### config.mk
export PLATFORM = sky130hd
export DESIGN_NAME = cal_regs
export DESIGN_NICKNAME = d
export VERILOG_FILES = /design/src/rtl/cal_pkg.sv /design/src/rtl/cal_range_decode.sv /design/src/rtl/cal_regs.sv
export SDC_FILE = /design/constraint.sdc
export NUM_CORES = 1
export LEC_CHECK = 0
export BUFFER_PORTS_ARGS = -buffer_cell sky130_fd_sc_hd__clkbuf_2
export CORE_ASPECT_RATIO = 0.8
export CORE_UTILIZATION = 36
export DETAILED_ROUTE_END_ITERATION = 8
export GPL_ROUTABILITY_DRIVEN = 0
export PLACE_DENSITY_LB_ADDON = 0.08
export SLEW_MARGIN = 20
export SYNTH_ARGS = -nofsm -noshare
export SYNTH_HDL_FRONTEND = slang
export SYNTH_SLANG_ARGS = --single-unit
### constraint.sdc
create_clock -name sys_clk -period 2 [get_ports sys_clk]
set_clock_uncertainty 0.15 [all_clocks]
set_input_delay 0.1 -clock sys_clk [delete_from_list [all_inputs] [get_ports sys_clk]]
set_output_delay 0.1 -clock sys_clk [all_outputs]
set_load 0.02 [all_outputs]
### src/rtl/cal_pkg.sv
// constants for the calibration access and range code register bank
package cal_pkg;
  // host register offsets
  localparam logic [3:0] OFS_PAGE = 4'h8;
  localparam logic [3:0] OFS_ANALOG_CFG = 4'hB;
  localparam logic [3:0] OFS_CAL_DATA = 4'hC;
  localparam logic [3:0] OFS_CAL_ADDR = 4'hD;
  localparam logic [3:0] OFS_CAL_CTRL = 4'hE;
  localparam logic [3:0] OFS_KEY_REV = 4'hF;
  // page selection
  localparam logic [1:0] PAGE_CAL = 2'h3;
  localparam int PAGE_LSB = 0;
  localparam logic [1:0] PAGE_RESET = 2'h0;
  // eeprom unlock key
  localparam logic [7:0] EEPROM_KEY = 8'hA5;
  // calibration control write bits
  localparam int CTRL_EE_GO = 7;
  localparam int CTRL_EE_DIR = 6;
  localparam int CTRL_RUNCAL = 5;
  localparam int CTRL_CMUX = 4;
  localparam int CTRL_TRIM_GO = 3;
  // calibration status read bits
  localparam int STAT_TRIM_BUSY = 6;
  localparam int STAT_EE_BUSY = 5;
  localparam int STAT_CMUX = 4;
  localparam int STAT_TRIM_EN = 3;
  // analog configuration fields
  localparam int CFG_CODE_LSB = 0;
  localparam int CFG_SCAN_LSB = 4;
  localparam logic [3:0] CFG_CODE_RESET = 4'h0;
  localparam logic [1:0] CFG_SCAN_RESET = 2'h0;
  // range code fields
  localparam int CODE_GAIN_LSB = 0;
  localparam int CODE_POLARITY = 2;
  localparam int CODE_RANGE = 3;
  // sample width and signed full-scale limits
  localparam int SAMPLE_W = 16;
  localparam logic [15:0] SAMPLE_MIN = 16'h8000;
  localparam logic [15:0] SAMPLE_MAX = 16'h7FFF;
  // eeprom address width
  localparam int CAL_ADDR_W = 7;
endpackage

### src/rtl/cal_range_decode.sv
// range code decoder: polarity, span and gain of the analog front end
`timescale 1ns/10ps
module cal_range_decode (
  // range code
  input wire logic [3:0] range_code,
  // decoded front-end settings
  output logic input_polarity_select,
  output logic range_10v,
  output logic [1:0] input_gain_select,
  output logic code_valid,
  output logic [1:0] fs_class
);
  always_comb begin
    input_polarity_select = range_code[cal_pkg::CODE_POLARITY];
    range_10v = range_code[cal_pkg::CODE_RANGE];
    input_gain_select = range_code[cal_pkg::CODE_GAIN_LSB +: 2];
    code_valid = range_10v | ~input_polarity_select;
    // span class: 5 V bipolar equals 10 V bipolar one gain step up
    // 0: +-10V family, 1: +-5V family, 2: 0-10V family
    if (input_polarity_select) begin
      fs_class = 2'h2;
    end else if (range_10v) begin
      fs_class = 2'h0;
    end else begin
      fs_class = 2'h1;
    end
  end
endmodule

### src/rtl/cal_regs.sv
// calibration access, revision readback and input range code register bank
`timescale 1ns/10ps
module cal_regs #(
  parameter logic [7:0] REVISION_CODE = 8'h01 // arbitrary value
) (
  // clock and reset
  input wire logic sys_clk,
  input wire logic resetn,
  // host byte bus
  input wire logic [3:0] host_addr,
  input wire logic host_wr,
  input wire logic host_rd,
  input wire logic [7:0] host_wdata,
  output logic [7:0] host_rdata,
  // eeprom transfer engine
  output logic eeprom_transfer_go,
  output logic eeprom_direction_select,
  input wire logic eeprom_done,
  input wire logic [7:0] eeprom_read_data,
  // trim converter transfer engine
  output logic trim_transfer_go,
  input wire logic trim_done,
  // shared transfer address and data
  output logic [6:0] cal_addr,
  output logic [7:0] cal_data,
  // calibration reload and mux
  output logic reload_cal_go,
  output logic cal_mux_enable,
  // analog front end
  output logic input_polarity_select,
  output logic range_10v,
  output logic [1:0] input_gain_select,
  output logic range_code_valid,
  output logic [1:0] scan_interval,
  output logic unipolar_offset_en,
  // conversion result path
  input wire logic adc_valid,
  input wire logic [15:0] adc_code,
  output logic result_valid,
  output logic signed [15:0] result_code
);
  // ==========================================================
  // access decode
  logic [1:0] page_r, page_nxt;
  logic cal_page;
  logic wr_page;
  logic wr_cfg;
  logic wr_data;
  logic wr_addr;
  logic wr_ctrl;
  logic wr_key;

  assign cal_page = (page_r == cal_pkg::PAGE_CAL);
  assign wr_page = host_wr && (host_addr == cal_pkg::OFS_PAGE);
  assign wr_cfg = host_wr && (host_addr == cal_pkg::OFS_ANALOG_CFG);
  assign wr_data = host_wr && cal_page && (host_addr == cal_pkg::OFS_CAL_DATA);
  assign wr_addr = host_wr && cal_page && (host_addr == cal_pkg::OFS_CAL_ADDR);
  assign wr_ctrl = host_wr && cal_page && (host_addr == cal_pkg::OFS_CAL_CTRL);
  assign wr_key = host_wr && cal_page && (host_addr == cal_pkg::OFS_KEY_REV);

  // ==========================================================
  // register state
  logic [3:0] code_r, code_nxt;
  logic [1:0] scan_r, scan_nxt;
  logic [7:0] data_r, data_nxt;
  logic [6:0] addr_r, addr_nxt;
  logic cmux_r, cmux_nxt;
  logic trim_en_r, trim_en_nxt;
  logic ee_dir_r, ee_dir_nxt;
  logic unlock_r, unlock_nxt;
  logic trim_busy_r, trim_busy_nxt;
  logic ee_busy_r, ee_busy_nxt;
  logic ee_go_r, ee_go_nxt;
  logic trim_go_r, trim_go_nxt;
  logic reload_r, reload_nxt;
  logic ee_start;
  logic trim_start;

  // eeprom go starts only when unlocked and idle
  assign ee_start = wr_ctrl && host_wdata[cal_pkg::CTRL_EE_GO] && unlock_r && !ee_busy_r;
  assign trim_start = wr_ctrl && host_wdata[cal_pkg::CTRL_TRIM_GO] && !trim_busy_r;

  always_comb begin
    page_nxt = page_r;
    code_nxt = code_r;
    scan_nxt = scan_r;
    data_nxt = data_r;
    addr_nxt = addr_r;
    cmux_nxt = cmux_r;
    trim_en_nxt = trim_en_r;
    ee_dir_nxt = ee_dir_r;
    unlock_nxt = unlock_r;
    trim_busy_nxt = trim_busy_r;
    ee_busy_nxt = ee_busy_r;
    ee_go_nxt = ee_start;
    trim_go_nxt = trim_start;
    reload_nxt = wr_ctrl && host_wdata[cal_pkg::CTRL_RUNCAL];
    if (wr_page) begin
      page_nxt = host_wdata[cal_pkg::PAGE_LSB +: 2];
    end
    if (wr_cfg) begin
      code_nxt = host_wdata[cal_pkg::CFG_CODE_LSB +: 4];
      scan_nxt = host_wdata[cal_pkg::CFG_SCAN_LSB +: 2];
    end
    if (wr_data) begin
      data_nxt = host_wdata;
    end
    if (wr_addr) begin
      addr_nxt = host_wdata[6:0];
    end
    if (wr_ctrl) begin
      cmux_nxt = host_wdata[cal_pkg::CTRL_CMUX];
      trim_en_nxt = host_wdata[cal_pkg::CTRL_TRIM_GO];
    end
    if (ee_start) begin
      ee_dir_nxt = host_wdata[cal_pkg::CTRL_EE_DIR];
    end
    if (wr_key) begin
      unlock_nxt = (host_wdata == cal_pkg::EEPROM_KEY);
    end
    if (wr_page) begin
      unlock_nxt = 1'b0;
    end
    // trim busy, start wins over done
    if (trim_done) begin
      trim_busy_nxt = 1'b0;
    end
    if (trim_start) begin
      trim_busy_nxt = 1'b1;
    end
    // eeprom busy, start wins over done
    if (ee_busy_r && eeprom_done) begin
      ee_busy_nxt = 1'b0;
      if (ee_dir_r) begin
        data_nxt = eeprom_read_data;
      end
    end
    if (ee_start) begin
      ee_busy_nxt = 1'b1;
    end
  end

  always_ff @(posedge sys_clk or negedge resetn) begin
    if (!resetn) begin
      page_r <= cal_pkg::PAGE_RESET;
      code_r <= cal_pkg::CFG_CODE_RESET;
      scan_r <= cal_pkg::CFG_SCAN_RESET;
      data_r <= 8'h00;
      addr_r <= 7'h00;
      cmux_r <= 1'b0;
      trim_en_r <= 1'b0;
      ee_dir_r <= 1'b0;
      unlock_r <= 1'b0;
      trim_busy_r <= 1'b0;
      ee_busy_r <= 1'b0;
      ee_go_r <= 1'b0;
      trim_go_r <= 1'b0;
      reload_r <= 1'b0;
    end else begin
      page_r <= page_nxt;
      code_r <= code_nxt;
      scan_r <= scan_nxt;
      data_r <= data_nxt;
      addr_r <= addr_nxt;
      cmux_r <= cmux_nxt;
      trim_en_r <= trim_en_nxt;
      ee_dir_r <= ee_dir_nxt;
      unlock_r <= unlock_nxt;
      trim_busy_r <= trim_busy_nxt;
      ee_busy_r <= ee_busy_nxt;
      ee_go_r <= ee_go_nxt;
      trim_go_r <= trim_go_nxt;
      reload_r <= reload_nxt;
    end
  end

  // ==========================================================
  // host read data
  logic [7:0] rdata_r, rdata_nxt;

  always_comb begin
    rdata_nxt = rdata_r;
    if (host_rd) begin
      rdata_nxt = 8'h00;
      unique case (host_addr)
        cal_pkg::OFS_PAGE: begin
          rdata_nxt[cal_pkg::PAGE_LSB +: 2] = page_r;
        end
        cal_pkg::OFS_ANALOG_CFG: begin
          rdata_nxt[cal_pkg::CFG_CODE_LSB +: 4] = code_r;
        end
        cal_pkg::OFS_CAL_DATA: begin
          if (cal_page) begin
            rdata_nxt = data_r;
          end
        end
        cal_pkg::OFS_CAL_ADDR: begin
          if (cal_page) begin
            rdata_nxt = {1'b0, addr_r};
          end
        end
        cal_pkg::OFS_CAL_CTRL: begin
          if (cal_page) begin
            rdata_nxt[cal_pkg::STAT_TRIM_BUSY] = trim_busy_r;
            rdata_nxt[cal_pkg::STAT_EE_BUSY] = ee_busy_r;
            rdata_nxt[cal_pkg::STAT_CMUX] = cmux_r;
            rdata_nxt[cal_pkg::STAT_TRIM_EN] = trim_en_r;
          end
        end
        // revision on read, key on write
        cal_pkg::OFS_KEY_REV: begin
          if (cal_page) begin
            rdata_nxt = REVISION_CODE;
          end
        end
        default: begin
          rdata_nxt = 8'h00;
        end
      endcase
    end
  end

  always_ff @(posedge sys_clk or negedge resetn) begin
    if (!resetn) begin
      rdata_r <= 8'h00;
    end else begin
      rdata_r <= rdata_nxt;
    end
  end

  // ==========================================================
  // range decode and conversion result
  logic [1:0] fs_class;
  logic res_valid_r, res_valid_nxt;
  logic [15:0] res_r, res_nxt;

  cal_range_decode u_decode (
    .range_code(code_r),
    .input_polarity_select(input_polarity_select),
    .range_10v(range_10v),
    .input_gain_select(input_gain_select),
    .code_valid(range_code_valid),
    .fs_class(fs_class)
  );

  always_comb begin
    res_valid_nxt = adc_valid;
    res_nxt = res_r;
    if (adc_valid) begin
      res_nxt = adc_code;
    end
  end

  always_ff @(posedge sys_clk or negedge resetn) begin
    if (!resetn) begin
      res_valid_r <= 1'b0;
      res_r <= 16'h0000;
    end else begin
      res_valid_r <= res_valid_nxt;
      res_r <= res_nxt;
    end
  end

  // ==========================================================
  // outputs
  assign host_rdata = rdata_r;
  assign eeprom_transfer_go = ee_go_r;
  assign eeprom_direction_select = ee_dir_r;
  assign trim_transfer_go = trim_go_r;
  assign cal_addr = addr_r;
  assign cal_data = data_r;
  assign reload_cal_go = reload_r;
  assign cal_mux_enable = cmux_r;
  assign scan_interval = scan_r;
  // front end shifts unipolar input by half scale
  assign unipolar_offset_en = (fs_class == 2'h2);
  assign result_valid = res_valid_r;
  assign result_code = res_r;
endmodule

## Word level (Yosys, flattened, before mapping)

Index checks and enable logic that the tools add are counted.

- Equal/unequal tests: 9
- Multiplexer cells: 20
- Bitwise operators: 2
- Reduce and logical (&&, ||, !) cells: 19

Operators by type and width:

| operator | number |
|---|---|
| $mux 8 | 4 |
| $eq 4x4->1 const B | 6 |
| $logic_and 1x1->1 | 14 |
| $pmux 3 s4 | 1 |
| $pmux 2 s5 | 1 |
| $eq 8x8->1 const B | 1 |
| $mux 1 | 8 |
| $mux 7 | 1 |
| $reduce_bool 2->1 | 3 |
| $pmux 1 s5 | 1 |
| $eq 2x2->1 const B | 2 |
| $mux 4 | 1 |
| $pmux 1 s4 | 1 |
| $pmux 1 s3 | 1 |
| $logic_not 1->1 | 2 |
| $mux 2 | 1 |
| $not 1->1 | 1 |
| $or 1x1->1 | 1 |

- Register bits after elaboration: 57
- Output and inout port bits: 53

## Logic depth before layout (Yosys ltp)

- Depth after elaboration: 7
- Gate-level depth with buffers: 6
- Mapped depth without buffers: 4

## Hierarchy

Synthesis repeated with hierarchy kept, for this count alone.

- Cells, all modules: 208
- Area, all modules: 2543.7 µm²

Modules (own cells, without submodules):

| module | times used | cells each | area each (µm²) | seq. area each (µm²) |
|---|---|---|---|---|
| cal_regs | 1 | 201 | 2496.1 | 1426.4 |
| cal_range_decode | 1 | 7 | 47.5 | 0.0 |

## Least setup slack after synthesis

OpenSTA, ideal clock, no wires.

- Kind: flip-flop to flip-flop
- Start point: register page_r[1]
- End point: register addr_r[0] (netlist: cal_addr[0])
- Setup time: 0.125 ns
- Arrival time: 1.345 ns
- Data required time: 1.725 ns
- Setup slack: 0.380 ns
- Stages on the path, launching flop included: 6
- Path buffers: 1
- Cells stage by stage: dfrtp_1 and4_1 buf_4 and2_1 nand2_2 mux2_2

- Longest elaborated chain between the ends: 3

RTL lines:

| element | line | RTL |
|---|---|---|
| from (decl) | cal_regs.sv:44 | `logic [1:0] page_r, page_nxt;` |
| from (signal assigned) | cal_regs.sv:145 | `page_r <= cal_pkg::PAGE_RESET;` |
| from (signal assigned) | cal_regs.sv:160 | `page_r <= page_nxt;` |
| $eq 2x2->1 | cal_regs.sv:53 | `assign cal_page = (page_r == cal_pkg::PAGE_CAL);` |
| $logic_and 1x1->1 (2 in series) | cal_regs.sv:57 | `assign wr_addr = host_wr && cal_page && (host_addr == cal_pkg::OFS_CAL_ADDR);` |
| to (signal assigned) | cal_regs.sv:164 | `addr_r <= addr_nxt;` |
| to (decl) | cal_regs.sv:66 | `logic [6:0] addr_r, addr_nxt;` |

Every way passes these cells.
A chain may end at the register's enable or synchronous reset.

## Worst setup path in the final report

- Start point: register page_r[0]
- End point: register rdata_r[2] (netlist: host_rdata[2])

- Longest elaborated chain between the ends: 3
- Elaborated cells on any way between the ends: 4
- Classes of those cells: 1 x eq/ne; 3 x mux

RTL lines:

| element | line | RTL |
|---|---|---|
| $eq 2x2->1 (*) | cal_regs.sv:53 |  |
| $mux 7 / $mux 8 (equally long branches) | cal_regs.sv:198, cal_regs.sv:193 |  |
| $pmux 1 s4 (*) | cal_regs.sv:185 | `unique case (host_addr)` |
| to (signal assigned) | cal_regs.sv:227 | `rdata_r <= rdata_nxt;` |
| to (decl) | cal_regs.sv:179 | `logic [7:0] rdata_r, rdata_nxt;` |

Mark *: on every way between the ends. The rest lies on a longest branch, timed or not.

==> run metrics <==
initial antenna violation count=0; status=complete, no violations; dpl hpwl=4.90 mm; Finished Layout Cells=about 440; CTS clk-pin slew, worst paths=0.06 ns; Hold Path Depth=4; Netlist cell types=35; Async SR Flop Fraction=1.00; fin crit share=0.967; worst-path cell chain=nand4_1, nor3_2, a21oi_1, o32ai_1, dlygate4sd3_1; ANT cells=0; vias per cell=4.92; final hold vios=0; Die X=~95 um; Routed WL per cell=between 15 and 20 um; Fin Hold WS=about 0.0060 ns; FP Rows=26; first-pass GRT wire length=11.2 mm; CP Data Arrival Time=2.06 ns; register area share after synthesis=0.569; Antenna Nets Post-Route=0; Final Critical Period=around 1.9 ns; CTS buffer count=9; Area growth syn-to-layout=45.9%; worst slew pin tran=about 0.44 ns; Mean Syn Cell Area=between 10 and 15 um^2; R2R Path End=host_rdata[2]$_DFFE_PN0P_; Initial Utilization=0.383; worst rel slew slack=0.707; HP Class=input port to flop; endpoints failing setup=0; CP Max Fanout=5; core footprint=between 6000 and 7000 um^2; Die Y=between 70 and 80 um; I/O Pins=96; type of the worst setup path=flop to flop; die area=~7300 um^2; PortBufs=95; Pre-antenna DRT Iters=4; final core occ=0.559; reg2reg setup slack=0.07 ns; CTS tree=built; Fillers=598; Vias=around 2200; Max clock buf depth=2; startpoint types=flop; Slowest-stage cell, CP=dlygate4sd3_1; EDFF count, synth=0; layout cells sized above 1=0.429; GR Overflow Total=0; drt total wl=approximately 6.8 mm; placed inst area=about 3100 um^2; Min-Delay Startpoint=host_wr; Num Clock Sinks=between 50 and 60; Yosys warning count=0; Critical Path RT=between 2 and 2.5 ns; Tot GR Track Use=0.207; Leakage=around 0.0018 uW; largest net degree at the start of global routing=slightly below 60; H-Tree Depth=3; #FFs+latches synth=57; CP Capture Type=flop; reg-to-reg startpoint=page_r[0]$_DFFE_PN0P_; max cap viols=0; final count of pins violating max slew=0; Main synth FF type=dfrtp_1; Final Instance Area=roughly 3700 um^2; Mapped Cells=approximately 210; DRT iter0 DRCs=97; nets@finish=about 400; maximum VDD drop=about 440 uV; vias in the first global route=about 2200; Clock Latency Late Sink=0.34 ns; Hold Path Sink=unlock_r$_DFFE_PN0P_; Worst path max stage delay=approximately 0.59 ns; Mapped Area=roughly 2500 um^2; placed cell count=approximately 380; FF-to-FF path depth=5; Mapped Nets=252; total power per unit cell area=approximately 790 nW/um^2; root buf cell=clkbuf_8; Residual DRC=0; fmax=517 MHz
layout make-up:
class	instances	area (um^2)	share of cell area
clock buffer	13	159	0.0435
inverter	6	22.5	0.00616
clock inverter	3	15.0	0.00411
timing repair buffer	138	906	0.248
tap	84	105	0.0288
sequential	57	1430	0.390
multi-input combinational	137	1020	0.279
critical path, delay by kind of cell, from the launching register on:
family                 cells  cell delay [ns]
and+or+nand+nor            2             0.37
AOI/OAI and AO/OA          2             0.34
buffers and inverters      1             0.59
DFF                        1             0.43
registers in the layout, summed over array words and instances (netlist names):
register                 flops
unlock_r                     1
eeprom_transfer_go           1
host_rdata                   8
page_r                       2
result_valid                 1
cal_addr                     7
code_r                       4
trim_en_r                    1
cal_data                     8
ee_busy_r                    1
cal_mux_enable               1
eeprom_direction_select      1
trim_busy_r                  1
scan_interval                2
reload_cal_go                1
trim_transfer_go             1
result_code                 16
layout by cell type (no fill, tap or decap), types with 2 or more instances in the layout:
cell type,instances
o21ai_0,2
mux2i_1,8
nand3_1,7
and2_1,3
nand4_1,3
a31oi_1,8
nor4bb_1,2
nand2_1,23
clkbuf_2,95
dlygate4sd3_1,38
clkbuf_8,11
clkbuf_1,2
a21oi_1,5
inv_1,6
a22o_1,2
dfrtp_1,57
nor2_1,14
nor2b_1,3
mux2_2,32
a22oi_1,2
nand2b_1,2
o32ai_1,3
o2bb2ai_1,5
clkinv_2,3
buf_4,4
Yosys cell counts (2+ instances only):
cell / count / share of area
o32ai_1: 3 / 0.010
mux2i_1: 8 / 0.032
a22o_1: 2 / 0.0070
nor2_1: 14 / 0.021
a21oi_1: 5 / 0.010
o2bb2ai_1: 5 / 0.017
nor2b_1: 3 / 0.0075
and2_1: 3 / 0.0075
inv_1: 6 / 0.0090
buf_2: 4 / 0.0080
mux2_2: 32 / 0.14
o21ai_0: 2 / 0.0040
dfrtp_1: 57 / 0.57
nor4bb_1: 2 / 0.0080
nand2b_1: 2 / 0.0050
nand4_1: 3 / 0.0075
nand3_1: 7 / 0.014
clkbuf_1: 4 / 0.0060
a22oi_1: 2 / 0.0060
a31oi_1: 8 / 0.020
nand2_1: 23 / 0.034
power by group:
part	leakage, uW	internal [uW]	total [uW]	switching [uW]
registers	0.000736	1260	1350	91.4
clock network	0.0000932	511	961	450
logic	0.000986	262	579	317
layer usage:
metal	part of all wire	track usage	vias to the layer above
li1	-	-	1029
met1	0.49	0.301	1052
met2	0.45	0.289	67
met3	0.051	0.0599	6
met4	0.0095	0.0727	0
met5	0	0	-
what timing repair did:
item | 4_1_cts | 5_1_grt
hold buffers | 38 | 0
setup endpoints to repair | 0 | 2
hold endpoints to repair | 106 | 0
setup buffers | 0 | 2
gates resized for setup | 0 | 3
cell families (layout without fill, tap and decap cells):
logic type | count (synthesis) | in the layout | share of synthesized area
AND/OR/NAND/NOR | 67 | 67 | 0.142
multiplexers | 41 | 41 | 0.182
flip-flops | 57 | 57 | 0.569
buffers and inverters | 15 | 160 | 0.0260
AO/OA/AOI/OAI | 29 | 29 | 0.0809
worst max-delay path by stage:
stage / cells past startpoint / startpoint / end
after CTS: 5 / page_r[0]$_DFFE_PN0P_ / ee_busy_r$_DFFE_PN0P_
after detailed placement: 4 / page_r[1]$_DFFE_PN0P_ / cal_addr[3]$_DFFE_PN0P_
after floorplan: 5 / page_r[1]$_DFFE_PN0P_ / cal_addr[0]$_DFFE_PN0P_
after global placement: 4 / page_r[1]$_DFFE_PN0P_ / cal_addr[3]$_DFFE_PN0P_
after global routing: 5 / page_r[0]$_DFFE_PN0P_ / host_rdata[2]$_DFFE_PN0P_
final: 5 / page_r[0]$_DFFE_PN0P_ / host_rdata[2]$_DFFE_PN0P_
stage by stage:
stage	setup WS [ns]	TNS (ns)	power, uW
after CTS	0.0343	0	2910
after detailed placement	0.308	0	1890
after global placement	0.357	0	1880
after floorplan	0.380	0	1650
final	0.0651	0	2900
after global routing	-0.0160	-0.0160	3040
Note: power is estimated with default switching activity, not from simulation.
